<file path="config.mk">
export PLATFORM = sky130hd
export DESIGN_NAME = pap_core
export DESIGN_NICKNAME = d
export VERILOG_FILES = /design/src/hdl/pap_pkg.sv /design/src/hdl/pap_edge_flag.sv /design/src/hdl/pap_aux_out.sv /design/src/hdl/pap_core.sv
export SDC_FILE = /design/constraint.sdc
export NUM_CORES = 1
export LEC_CHECK = 0
export ABC_CLOCK_PERIOD_IN_PS = 4930
export BUFFER_PORTS_ARGS = -buffer_cell sky130_fd_sc_hd__buf_2
export CORE_AREA = 2 2 103 105
export CTS_BUF_LIST = sky130_fd_sc_hd__clkbuf_4 sky130_fd_sc_hd__clkbuf_8
export CTS_CLUSTER_DIAMETER = 40
export DETAILED_ROUTE_END_ITERATION = 8
export DIE_AREA = 0 0 105 107
export GPL_TIMING_DRIVEN = 0
export REMOVE_ABC_BUFFERS = 1
export SKIP_CTS_REPAIR_TIMING = 1
export SLEW_MARGIN = 30
export SYNTH_ARGS = -nofsm -noshare
export SYNTH_HDL_FRONTEND = slang
export SYNTH_SLANG_ARGS = --single-unit
</file>
<file path="constraint.sdc">
create_clock -name clk_sys_i -period 4.93 [get_ports clk_sys_i]
set_input_delay 0.493 -clock clk_sys_i [delete_from_list [all_inputs] [get_ports clk_sys_i]]
set_output_delay 0.493 -clock clk_sys_i [all_outputs]
set_load 0.05 [all_outputs]
</file>
<file path="src/hdl/pap_pkg.sv">
//Function
// - Direction bit 1 makes a port line an output, 0 an input.
// - Reading port data passes input pin levels straight to the host, unlatched.
// - Side-A output register drives output lines, 1 high, 0 low.
// - Side-B data read returns output register for output lines, ignoring pin loading.
// - Side-A data read returns sensed pin levels even for output lines.
// - Input port lines leave their drivers off.
// - First control line is input only; its active edge sets flag bit 7.
// - Second control line programmed as input keeps its driver off.
// - Select 00 A data/dir, 01 A control, 10 B data/dir, 11 B control.
// - Control bit 2 set selects port data, cleared selects direction.
// - Reset clears all registers: lines inputs, interrupts disabled.
// - Control bits 0-5 read/write; bits 6-7 read-only event flags.
// - Bit 7 first flag, 6 second flag, 5-3 second line, 2 access, 1-0 first line.
// - Writes never set flags; port data read clears both side flags.
// - Control bit 1 picks first-line edge: 0 falling, 1 rising.
// - Control bit 0 gates flag 7 onto the open-drain request.
// - Flag set while disabled asserts the request once enable is written 1.
// - Bit 5 clear: second line input, bit 4 edge, bit 3 request enable.
// - Bit 5 set: second line is an output, behaviour differs per side.
// - A output, bit 4 clear: low after data read, high on flag or deselect.
// - B output, bit 4 clear: low after data write, high on flag or deselect.
// - Output mode with bit 4 set drives bit 3 statically.
package pap_pkg;

  localparam int PORT_W = 8;

  localparam logic [1:0] SEL_A_DATA = 2'h0;
  localparam logic [1:0] SEL_A_CTRL = 2'h1;
  localparam logic [1:0] SEL_B_DATA = 2'h2;
  localparam logic [1:0] SEL_B_CTRL = 2'h3;

  localparam int CB_FIRST_EN   = 0;
  localparam int CB_FIRST_EDGE = 1;
  localparam int CB_DATA_SEL   = 2;
  localparam int CB_AUX_B3     = 3;
  localparam int CB_AUX_B4     = 4;
  localparam int CB_AUX_OUT    = 5;

  localparam logic [5:0] CTRL_RESET = 6'h00;
  localparam logic [7:0] BYTE_RESET = 8'h00;

  typedef struct packed {
    logic       enable;
    logic       cs0;
    logic       cs1;
    logic       cs2_n;
    logic [1:0] rs;
    logic       rd_wr_n;
    logic [7:0] wdata;
  } pap_host_req_t;

endpackage

</file>
<file path="src/hdl/pap_edge_flag.sv">
`timescale 1ns/100ps
`default_nettype none
module pap_edge_flag
  import pap_pkg::*;
(
  input  wire logic clk_sys_i,
  input  wire logic rst_n_i,
  input  wire logic sample_i,
  input  wire logic line_i,
  input  wire logic rising_i,
  input  wire logic arm_i,
  input  wire logic clear_i,
  output logic      hit_o,
  output logic      flag_o
);
  logic prev;
  logic primed;

  // =====================================================
  // Edge sampling on enable, first sample only primes
  always_ff @(posedge clk_sys_i or negedge rst_n_i)
  begin
    if (!rst_n_i)
    begin
      prev   <= 1'b0;
      primed <= 1'b0;
    end
    else if (sample_i)
    begin
      prev   <= line_i;
      primed <= 1'b1;
    end
  end

  assign hit_o = sample_i && arm_i && primed &&
                 (rising_i ? (!prev && line_i) : (prev && !line_i));

  // =====================================================
  // Sticky flag, set wins over clear
  always_ff @(posedge clk_sys_i or negedge rst_n_i)
  begin
    if (!rst_n_i)
      flag_o <= 1'b0;
    else if (hit_o)
      flag_o <= 1'b1;
    else if (clear_i)
      flag_o <= 1'b0;
  end
endmodule
`default_nettype wire

</file>
<file path="src/hdl/pap_aux_out.sv">
`timescale 1ns/100ps
`default_nettype none
module pap_aux_out
  import pap_pkg::*;
#(
  parameter bit SIDE_B = 1'b0
)
(
  input  wire logic       clk_sys_i,
  input  wire logic       rst_n_i,
  input  wire logic       e_rise_i,
  input  wire logic       e_fall_i,
  input  wire logic       selected_i,
  input  wire logic [2:0] mode_i,
  input  wire logic       data_read_i,
  input  wire logic       data_write_i,
  input  wire logic       flag_hit_i,
  output logic            aux_o
);
  logic wr_pend;
  logic desel_prev;

  // =====================================================
  // Deselect and write tracking
  always_ff @(posedge clk_sys_i or negedge rst_n_i)
  begin
    if (!rst_n_i)
    begin
      wr_pend    <= 1'b0;
      desel_prev <= 1'b0;
    end
    else
    begin
      if (e_fall_i)
        desel_prev <= !selected_i;
      if (data_write_i)
        wr_pend <= 1'b1;
      else if (e_rise_i)
        wr_pend <= 1'b0;
    end
  end

  // =====================================================
  // Aux output level
  always_ff @(posedge clk_sys_i or negedge rst_n_i)
  begin
    if (!rst_n_i)
      aux_o <= 1'b1;
    else if (mode_i[2] && mode_i[1])
      aux_o <= mode_i[0];
    else if (mode_i[2] && !SIDE_B)
    begin
      if (data_read_i)
        aux_o <= 1'b0;
      else if (!mode_i[0] && flag_hit_i)
        aux_o <= 1'b1;
      else if (mode_i[0] && e_fall_i && !selected_i)
        aux_o <= 1'b1;
    end
    else if (mode_i[2])
    begin
      if (e_rise_i && wr_pend)
        aux_o <= 1'b0;
      else if (!mode_i[0] && flag_hit_i)
        aux_o <= 1'b1;
      else if (mode_i[0] && e_rise_i && desel_prev)
        aux_o <= 1'b1;
    end
  end
endmodule
`default_nettype wire

</file>
<file path="src/hdl/pap_core.sv">
`timescale 1ns/100ps
`default_nettype none
module pap_core
  import pap_pkg::*;
(
  input  wire logic                  clk_sys_i,
  input  wire logic                  rst_n_i,
  input  wire pap_pkg::pap_host_req_t host_i,
  output logic [7:0]                 host_rdata_o,
  output logic                       host_rdata_oe_o,
  input  wire logic [7:0]            side_a_lines_i,
  output logic [7:0]                 side_a_lines_o,
  output logic [7:0]                 side_a_lines_oe_o,
  input  wire logic [7:0]            side_b_lines_i,
  output logic [7:0]                 side_b_lines_o,
  output logic [7:0]                 side_b_lines_oe_o,
  input  wire logic                  side_a_request_input_i,
  input  wire logic                  side_b_request_input_i,
  input  wire logic                  side_a_aux_line_i,
  output logic                       side_a_aux_line_o,
  output logic                       side_a_aux_line_oe_o,
  input  wire logic                  side_b_aux_line_i,
  output logic                       side_b_aux_line_o,
  output logic                       side_b_aux_line_oe_o,
  output logic                       side_a_request_out_o,
  output logic                       side_a_request_out_oe_o,
  output logic                       side_b_request_out_o,
  output logic                       side_b_request_out_oe_o
);
  import pap_pkg::*;

  // =====================================================
  // Enable edge detection
  logic e_q;
  logic e_rise;
  logic e_fall;
  logic selected;

  always_ff @(posedge clk_sys_i or negedge rst_n_i)
  begin
    if (!rst_n_i)
      e_q <= 1'b0;
    else
      e_q <= host_i.enable;
  end

  assign e_rise   = host_i.enable && !e_q;
  assign e_fall   = !host_i.enable && e_q;
  assign selected = host_i.cs0 && host_i.cs1 && !host_i.cs2_n;

  // =====================================================
  // Per-side arrays
  logic [1:0][7:0] lines_in;
  logic [1:0][7:0] out_reg;
  logic [1:0][7:0] dir_reg;
  logic [1:0][5:0] ctrl_reg;
  logic [1:0]      flag_first;
  logic [1:0]      flag_second;
  logic [1:0]      first_in;
  logic [1:0]      aux_in;
  logic [1:0]      aux_out;
  logic [1:0]      req_active;
  logic [1:0]      data_rd;

  assign lines_in = {side_b_lines_i, side_a_lines_i};
  assign first_in = {side_b_request_input_i, side_a_request_input_i};
  assign aux_in   = {side_b_aux_line_i, side_a_aux_line_i};

  genvar s;
  generate
    for (s = 0; s < 2; s++)
    begin : g_side
      logic       hit_first;
      logic       hit_second;
      logic       acc_data;
      logic       acc_ctrl;
      logic       wr_data;
      logic       wr_dir;
      logic       wr_ctrl;
      logic       rd_data;

      assign acc_data = e_fall && selected && (host_i.rs == (s == 0 ? SEL_A_DATA : SEL_B_DATA));
      assign acc_ctrl = e_fall && selected && (host_i.rs == (s == 0 ? SEL_A_CTRL : SEL_B_CTRL));
      assign wr_data  = acc_data && !host_i.rd_wr_n && ctrl_reg[s][CB_DATA_SEL];
      assign wr_dir   = acc_data && !host_i.rd_wr_n && !ctrl_reg[s][CB_DATA_SEL];
      assign wr_ctrl  = acc_ctrl && !host_i.rd_wr_n;
      assign rd_data  = acc_data && host_i.rd_wr_n && ctrl_reg[s][CB_DATA_SEL];
      assign data_rd[s] = rd_data;

      // Register writes
      always_ff @(posedge clk_sys_i or negedge rst_n_i)
      begin
        if (!rst_n_i)
        begin
          out_reg[s]  <= BYTE_RESET;
          dir_reg[s]  <= BYTE_RESET;
          ctrl_reg[s] <= CTRL_RESET;
        end
        else
        begin
          if (wr_data)
            out_reg[s] <= host_i.wdata;
          if (wr_dir)
            dir_reg[s] <= host_i.wdata;
          if (wr_ctrl)
            ctrl_reg[s] <= host_i.wdata[5:0];
        end
      end

      pap_edge_flag u_first
      (
        .clk_sys_i (clk_sys_i),
        .rst_n_i   (rst_n_i),
        .sample_i  (e_fall),
        .line_i    (first_in[s]),
        .rising_i  (ctrl_reg[s][CB_FIRST_EDGE]),
        .arm_i     (1'b1),
        .clear_i   (rd_data),
        .hit_o     (hit_first),
        .flag_o    (flag_first[s])
      );

      pap_edge_flag u_second
      (
        .clk_sys_i (clk_sys_i),
        .rst_n_i   (rst_n_i),
        .sample_i  (e_fall),
        .line_i    (aux_in[s]),
        .rising_i  (ctrl_reg[s][CB_AUX_B4]),
        .arm_i     (!ctrl_reg[s][CB_AUX_OUT]),
        .clear_i   (rd_data),
        .hit_o     (hit_second),
        .flag_o    (flag_second[s])
      );

      pap_aux_out #(
        .SIDE_B (s == 1)
      ) u_aux
      (
        .clk_sys_i    (clk_sys_i),
        .rst_n_i      (rst_n_i),
        .e_rise_i     (e_rise),
        .e_fall_i     (e_fall),
        .selected_i   (selected),
        .mode_i       (ctrl_reg[s][CB_AUX_OUT:CB_AUX_B3]),
        .data_read_i  (rd_data),
        .data_write_i (wr_data),
        .flag_hit_i   (hit_first),
        .aux_o        (aux_out[s])
      );

      // Request level, live enable so a late enable still asserts
      assign req_active[s] = (flag_first[s] && ctrl_reg[s][CB_FIRST_EN]) ||
                             (flag_second[s] && ctrl_reg[s][CB_AUX_B3] &&
                              !ctrl_reg[s][CB_AUX_OUT]);
    end
  endgenerate

  // =====================================================
  // Host read data
  logic [7:0] next_rdata;

  always_comb
  begin
    next_rdata = BYTE_RESET;
    unique case (host_i.rs)
      SEL_A_DATA:
      begin
        if (ctrl_reg[0][CB_DATA_SEL])
          next_rdata = lines_in[0];
        else
          next_rdata = dir_reg[0];
      end
      SEL_A_CTRL:
        next_rdata = {flag_first[0], flag_second[0], ctrl_reg[0]};
      SEL_B_DATA:
      begin
        if (ctrl_reg[1][CB_DATA_SEL])
          next_rdata = (dir_reg[1] & out_reg[1]) | (~dir_reg[1] & lines_in[1]);
        else
          next_rdata = dir_reg[1];
      end
      SEL_B_CTRL:
        next_rdata = {flag_first[1], flag_second[1], ctrl_reg[1]};
    endcase
  end

  always_ff @(posedge clk_sys_i or negedge rst_n_i)
  begin
    if (!rst_n_i)
    begin
      host_rdata_o    <= BYTE_RESET;
      host_rdata_oe_o <= 1'b0;
    end
    else
    begin
      host_rdata_oe_o <= host_i.enable && selected && host_i.rd_wr_n;
      if (host_i.enable && selected && host_i.rd_wr_n)
        host_rdata_o <= next_rdata;
    end
  end

  // =====================================================
  // Pin drivers
  always_ff @(posedge clk_sys_i or negedge rst_n_i)
  begin
    if (!rst_n_i)
    begin
      side_a_lines_o       <= BYTE_RESET;
      side_a_lines_oe_o    <= BYTE_RESET;
      side_b_lines_o       <= BYTE_RESET;
      side_b_lines_oe_o    <= BYTE_RESET;
    end
    else
    begin
      side_a_lines_o       <= out_reg[0];
      side_a_lines_oe_o    <= dir_reg[0];
      side_b_lines_o       <= out_reg[1];
      side_b_lines_oe_o    <= dir_reg[1];
    end
  end

  always_ff @(posedge clk_sys_i or negedge rst_n_i)
  begin
    if (!rst_n_i)
    begin
      side_a_aux_line_o       <= 1'b1;
      side_a_aux_line_oe_o    <= 1'b0;
      side_b_aux_line_o       <= 1'b1;
      side_b_aux_line_oe_o    <= 1'b0;
      side_a_request_out_o    <= 1'b0;
      side_a_request_out_oe_o <= 1'b0;
      side_b_request_out_o    <= 1'b0;
      side_b_request_out_oe_o <= 1'b0;
    end
    else
    begin
      side_a_aux_line_o       <= aux_out[0];
      side_a_aux_line_oe_o    <= ctrl_reg[0][CB_AUX_OUT];
      side_b_aux_line_o       <= aux_out[1];
      side_b_aux_line_oe_o    <= ctrl_reg[1][CB_AUX_OUT];
      side_a_request_out_o    <= 1'b0;
      side_a_request_out_oe_o <= req_active[0];
      side_b_request_out_o    <= 1'b0;
      side_b_request_out_oe_o <= req_active[1];
    end
  end
endmodule
`default_nettype wire

</file>
==> metrics.md <==
| Metric | Value |
|---|---|
| Synthesized netlist cell count | `306` |
| Final critical path time including I/O delays and setup | `2.35 ns` |
| Wire length after detailed routing | `9000 um` |
| Switching fraction of total power | `28.6%` |
| Vias in the first global route | `2680` |
| Slack of the worst reg-to-reg path | `2.58 ns` |
| Category of the critical setup timing path | `reg2reg` |
| Antenna violations before repair | `0` |
| Arrival time at the worst endpoint | `2.59 ns` |
| Power dissipated by switching net loads | `0.521 mW` |
| Number of hold violations in the final report | `0` |
| Antenna diode instance count | `0` |
| Final global-route overflow total | `0` |
| Per-cell routed wire length | `17.1 um` |
| Depth of the worst register-to-register path | `3` |
| Number of failing setup endpoints in the final timing report | `0` |
| Placed wire-length estimate after detailed placement | `6210 um` |
| Post-route clock skew | `0.0129 ns` |
| Count of buffers from port buffering | `83` |
| Crit-path max FO | `8` |
| Run status | `completed` |
| Sequential cell area | `2630 um2` |
| Clk pwr share | `31.1%` |
| Standard cell core area | `10100 um2` |
| Kind of launch point of the worst setup path | `register` |
| Maximum number of pins on one net before global-route repair | `67` |
| CTS Root Cell | `sky130_fd_sc_hd__clkbuf_8` |
| Sinks on Clock Net | `105` |
| Summed negative setup slack over all endpoints | `0 ns` |
| Global-route wire length before repair | `14500 um` |
| Sequential share of the synthesized area | `63.2%` |
| Data required, critical path | `5.17 ns` |
| Initial core utilization | `41.3%` |
| Yosys reg bits | `105` |
| Crit. End Element | `register` |
| Path class of the lowest-slack min-delay path | `in2async` |
| RSZ-0062 raised after global routing | `false` |
| Standard-cell rows | `37` |
| Sequential group share of total power | `53.2%` |
| Proportion of layout cells with a drive suffix above 1 | `41.7%` |
| Total standard cell area after synthesis | `4160 um2` |
| Area taken by multi-input logic gates | `1430 um2` |
| Number of ports placed on the die boundary | `86` |
| Maximum count of clock buffers along a single path | `2` |
| Avg Cell Area, Syn | `13.6 um2` |
| Library cells used by synthesis | `44` |
| Clock Latency Late Sink | `0.36 ns` |
| Router iterations before antenna repair | `4` |
| Num CTS Buffers | `9` |
| Worst setup path startpoint | `ctrl_reg[2]` |
| Max Clk Rate | `425 MHz` |
| Startpoint of the worst-slack reg-to-reg timing path | `ctrl_reg[2]` |
| Terminus of the critical flop-to-flop path | `out_reg[1]` |
| Post-route DRC | `0` |
| Placer's final routability congestion estimate | `0.781` |
| Final #Nets | `424` |
| Synth warn | `0` |
| Share of the clock period used by the worst path | `47.8%` |
| Slew Viols, Final | `0` |
| Area overhead of the layout relative to synthesis | `18.1%` |
| Max-slew headroom | `47.8%` |
| Worst-path clk slew | `0.10 ns` |
| GRT Overall Usage | `16.9%` |
| Leakage dissipation | `2.44 nW` |
| Detail Route Antenna Nets | `0` |
| Die Area | `11200 um2` |
| # H-tree levels | `3` |
| Internal cell power | `1.30 mW` |
| Peak VDD IR | `0.138 mV` |
| Pwr dens | `371 nW/um2` |
| Maximum Capacitance Violations | `0` |
| Vias per cell | `5.04` |
| DIE WIDTH | `105 um` |
| Tightest Pin Transition | `0.783 ns` |
| Combinational power share | `15.7%` |
| Via total after detailed routing | `2654` |
| Post-route total power | `1.82 mW` |
| Overall die height | `107 um` |
| Filler cell count | `957` |
| TritonCTS clock tree | `yes` |
| Crit path to | `out_reg[1]` |
| 1st-iter DRT viols | `79` |
==> final cells by class <==
| cell class | instances | area share, % |
|---|---|---|
| flip-flops and latches | 105 | 53.5 |
| multi-input cells | 181 | 29.1 |
| clock inverters | 5 | 1.60 |
| clock buffers | 10 | 2.67 |
| well taps | 136 | 3.46 |
| inverters | 6 | 0.458 |
| repair buffers | 84 | 9.13 |
==> per-layer routing <==
metal	track usage [%]	vias up	wire length, um
li1	-	1256	-
met4	6.00	0	114
met1	22.6	1330	4130
met3	2.80	10	304
met5	0	-	0
met2	28.1	58	4450
==> worst min-delay path by stage <==
stage                     slack (ns)  cells after the start                    to
final                           0.03                      1  side_b_lines_oe_o[2]
after global routing            0.04                      1       host_rdata_o[2]
after CTS                       0.03                      1  side_b_lines_oe_o[2]
after detailed placement        0.36                      0     side_a_lines_o[1]
after global placement          0.36                      0     side_a_lines_o[4]
after floorplan                 0.20                      0           ctrl_reg[0]
==> power by group through the flow <==
stage	Combinational, mW	Sequential [mW]	Clock (mW)
finish	0.287	0.970	0.567
global route	0.309	0.980	0.619
CTS	0.291	0.971	0.581
detailed placement	0.290	0.988	0
global placement	0.283	0.985	0
floorplan	0.0856	1.08	0
==> cells in the final DEF (no fill, tap or decap), types with 2 or more instances in the layout <==
| cell type | n |
|---|---|
| sky130_fd_sc_hd__dfrtp_1 | 101 |
| sky130_fd_sc_hd__buf_2 | 82 |
| sky130_fd_sc_hd__mux2_2 | 50 |
| sky130_fd_sc_hd__nand2_1 | 16 |
| sky130_fd_sc_hd__a21oi_1 | 14 |
| sky130_fd_sc_hd__nor2_1 | 13 |
| sky130_fd_sc_hd__o21ai_0 | 10 |
| sky130_fd_sc_hd__clkbuf_8 | 9 |
| sky130_fd_sc_hd__nand2b_1 | 8 |
| sky130_fd_sc_hd__and3b_1 | 7 |
| sky130_fd_sc_hd__inv_1 | 6 |
| sky130_fd_sc_hd__o211ai_1 | 6 |
| sky130_fd_sc_hd__a22oi_1 | 6 |
| sky130_fd_sc_hd__nand3_1 | 6 |
| sky130_fd_sc_hd__o22a_1 | 5 |
| sky130_fd_sc_hd__nand3b_1 | 4 |
| sky130_fd_sc_hd__dfstp_2 | 4 |
| sky130_fd_sc_hd__a21o_1 | 3 |
| sky130_fd_sc_hd__a31oi_1 | 3 |
| sky130_fd_sc_hd__mux2i_1 | 3 |
| sky130_fd_sc_hd__or2b_1 | 2 |
| sky130_fd_sc_hd__nor3_4 | 2 |
| sky130_fd_sc_hd__a22o_1 | 2 |
| sky130_fd_sc_hd__conb_1 | 2 |
| sky130_fd_sc_hd__bufinv_16 | 2 |
| sky130_fd_sc_hd__clkinv_2 | 2 |
==> cell families after synthesis <==
| group | after synthesis | synth area share, % |
|---|---|---|
| flops | 105 | 63.2 |
| simple gates | 69 | 10.4 |
| compound gates | 56 | 8.92 |
| mux | 54 | 14.8 |
| buf+inv | 21 | 2.58 |
| other cells | 1 | 0.0901 |
==> cell usage after synthesis, drive strengths merged <==
master	instances	share of area, %
a2bb2oi	1	0.21
nor2	13	1.2
dfstp	4	2.5
and3b	7	1.5
o31ai	1	0.18
inv	6	0.54
or3	1	0.15
and3	1	0.18
o211ai	6	1.1
nand2b	8	1.2
or3b	1	0.21
conb	1	0.090
dfrtp	101	61
nor4	1	0.51
o22ai	1	0.15
a22o	2	0.42
a21bo	1	0.24
mux2	50	14
a32o	1	0.24
nand3	6	0.72
buf	7	1.3
mux2i	3	0.72
nor3b	3	0.81
a221oi	1	0.21
o21ai	10	1.2
a21o	3	0.54
a211oi	1	0.18
a21oi	14	1.7
o22a	5	1.1
nand2	16	1.4
nor3	3	0.90
or2b	2	0.36
nand4	1	0.15
nand3b	4	0.72
mux4	1	0.54
a31oi	3	0.45
a22oi	6	1.1
clkbuf	8	0.72
and2b	2	0.39
==> critical path: stages (launching register included) <==
cell and delay [ns]:
sky130_fd_sc_hd__dfrtp_1 0.55, sky130_fd_sc_hd__nor3b_2 0.70, sky130_fd_sc_hd__and2b_1 0.59, sky130_fd_sc_hd__mux2_2 0.40
==> per-stage QoR <==
stage / setup WS (ns) / instance area (um2) / hold WS [ns] / std cells / utilization, %
CTS: 2.55 / 4920 / 0.0280 / 527 / 48.7
global route: 2.47 / 4920 / 0.0408 / 527 / 48.7
finish: 2.58 / 4920 / 0.0291 / 527 / 48.7
detailed placement: 2.23 / 4710 / 0.360 / 512 / 46.6
global placement: 1.89 / 4670 / 0.357 / 511 / 46.3
floorplan: 2.81 / 4080 / 0.197 / 292 / -
Power figures use the tool's default switching activity.
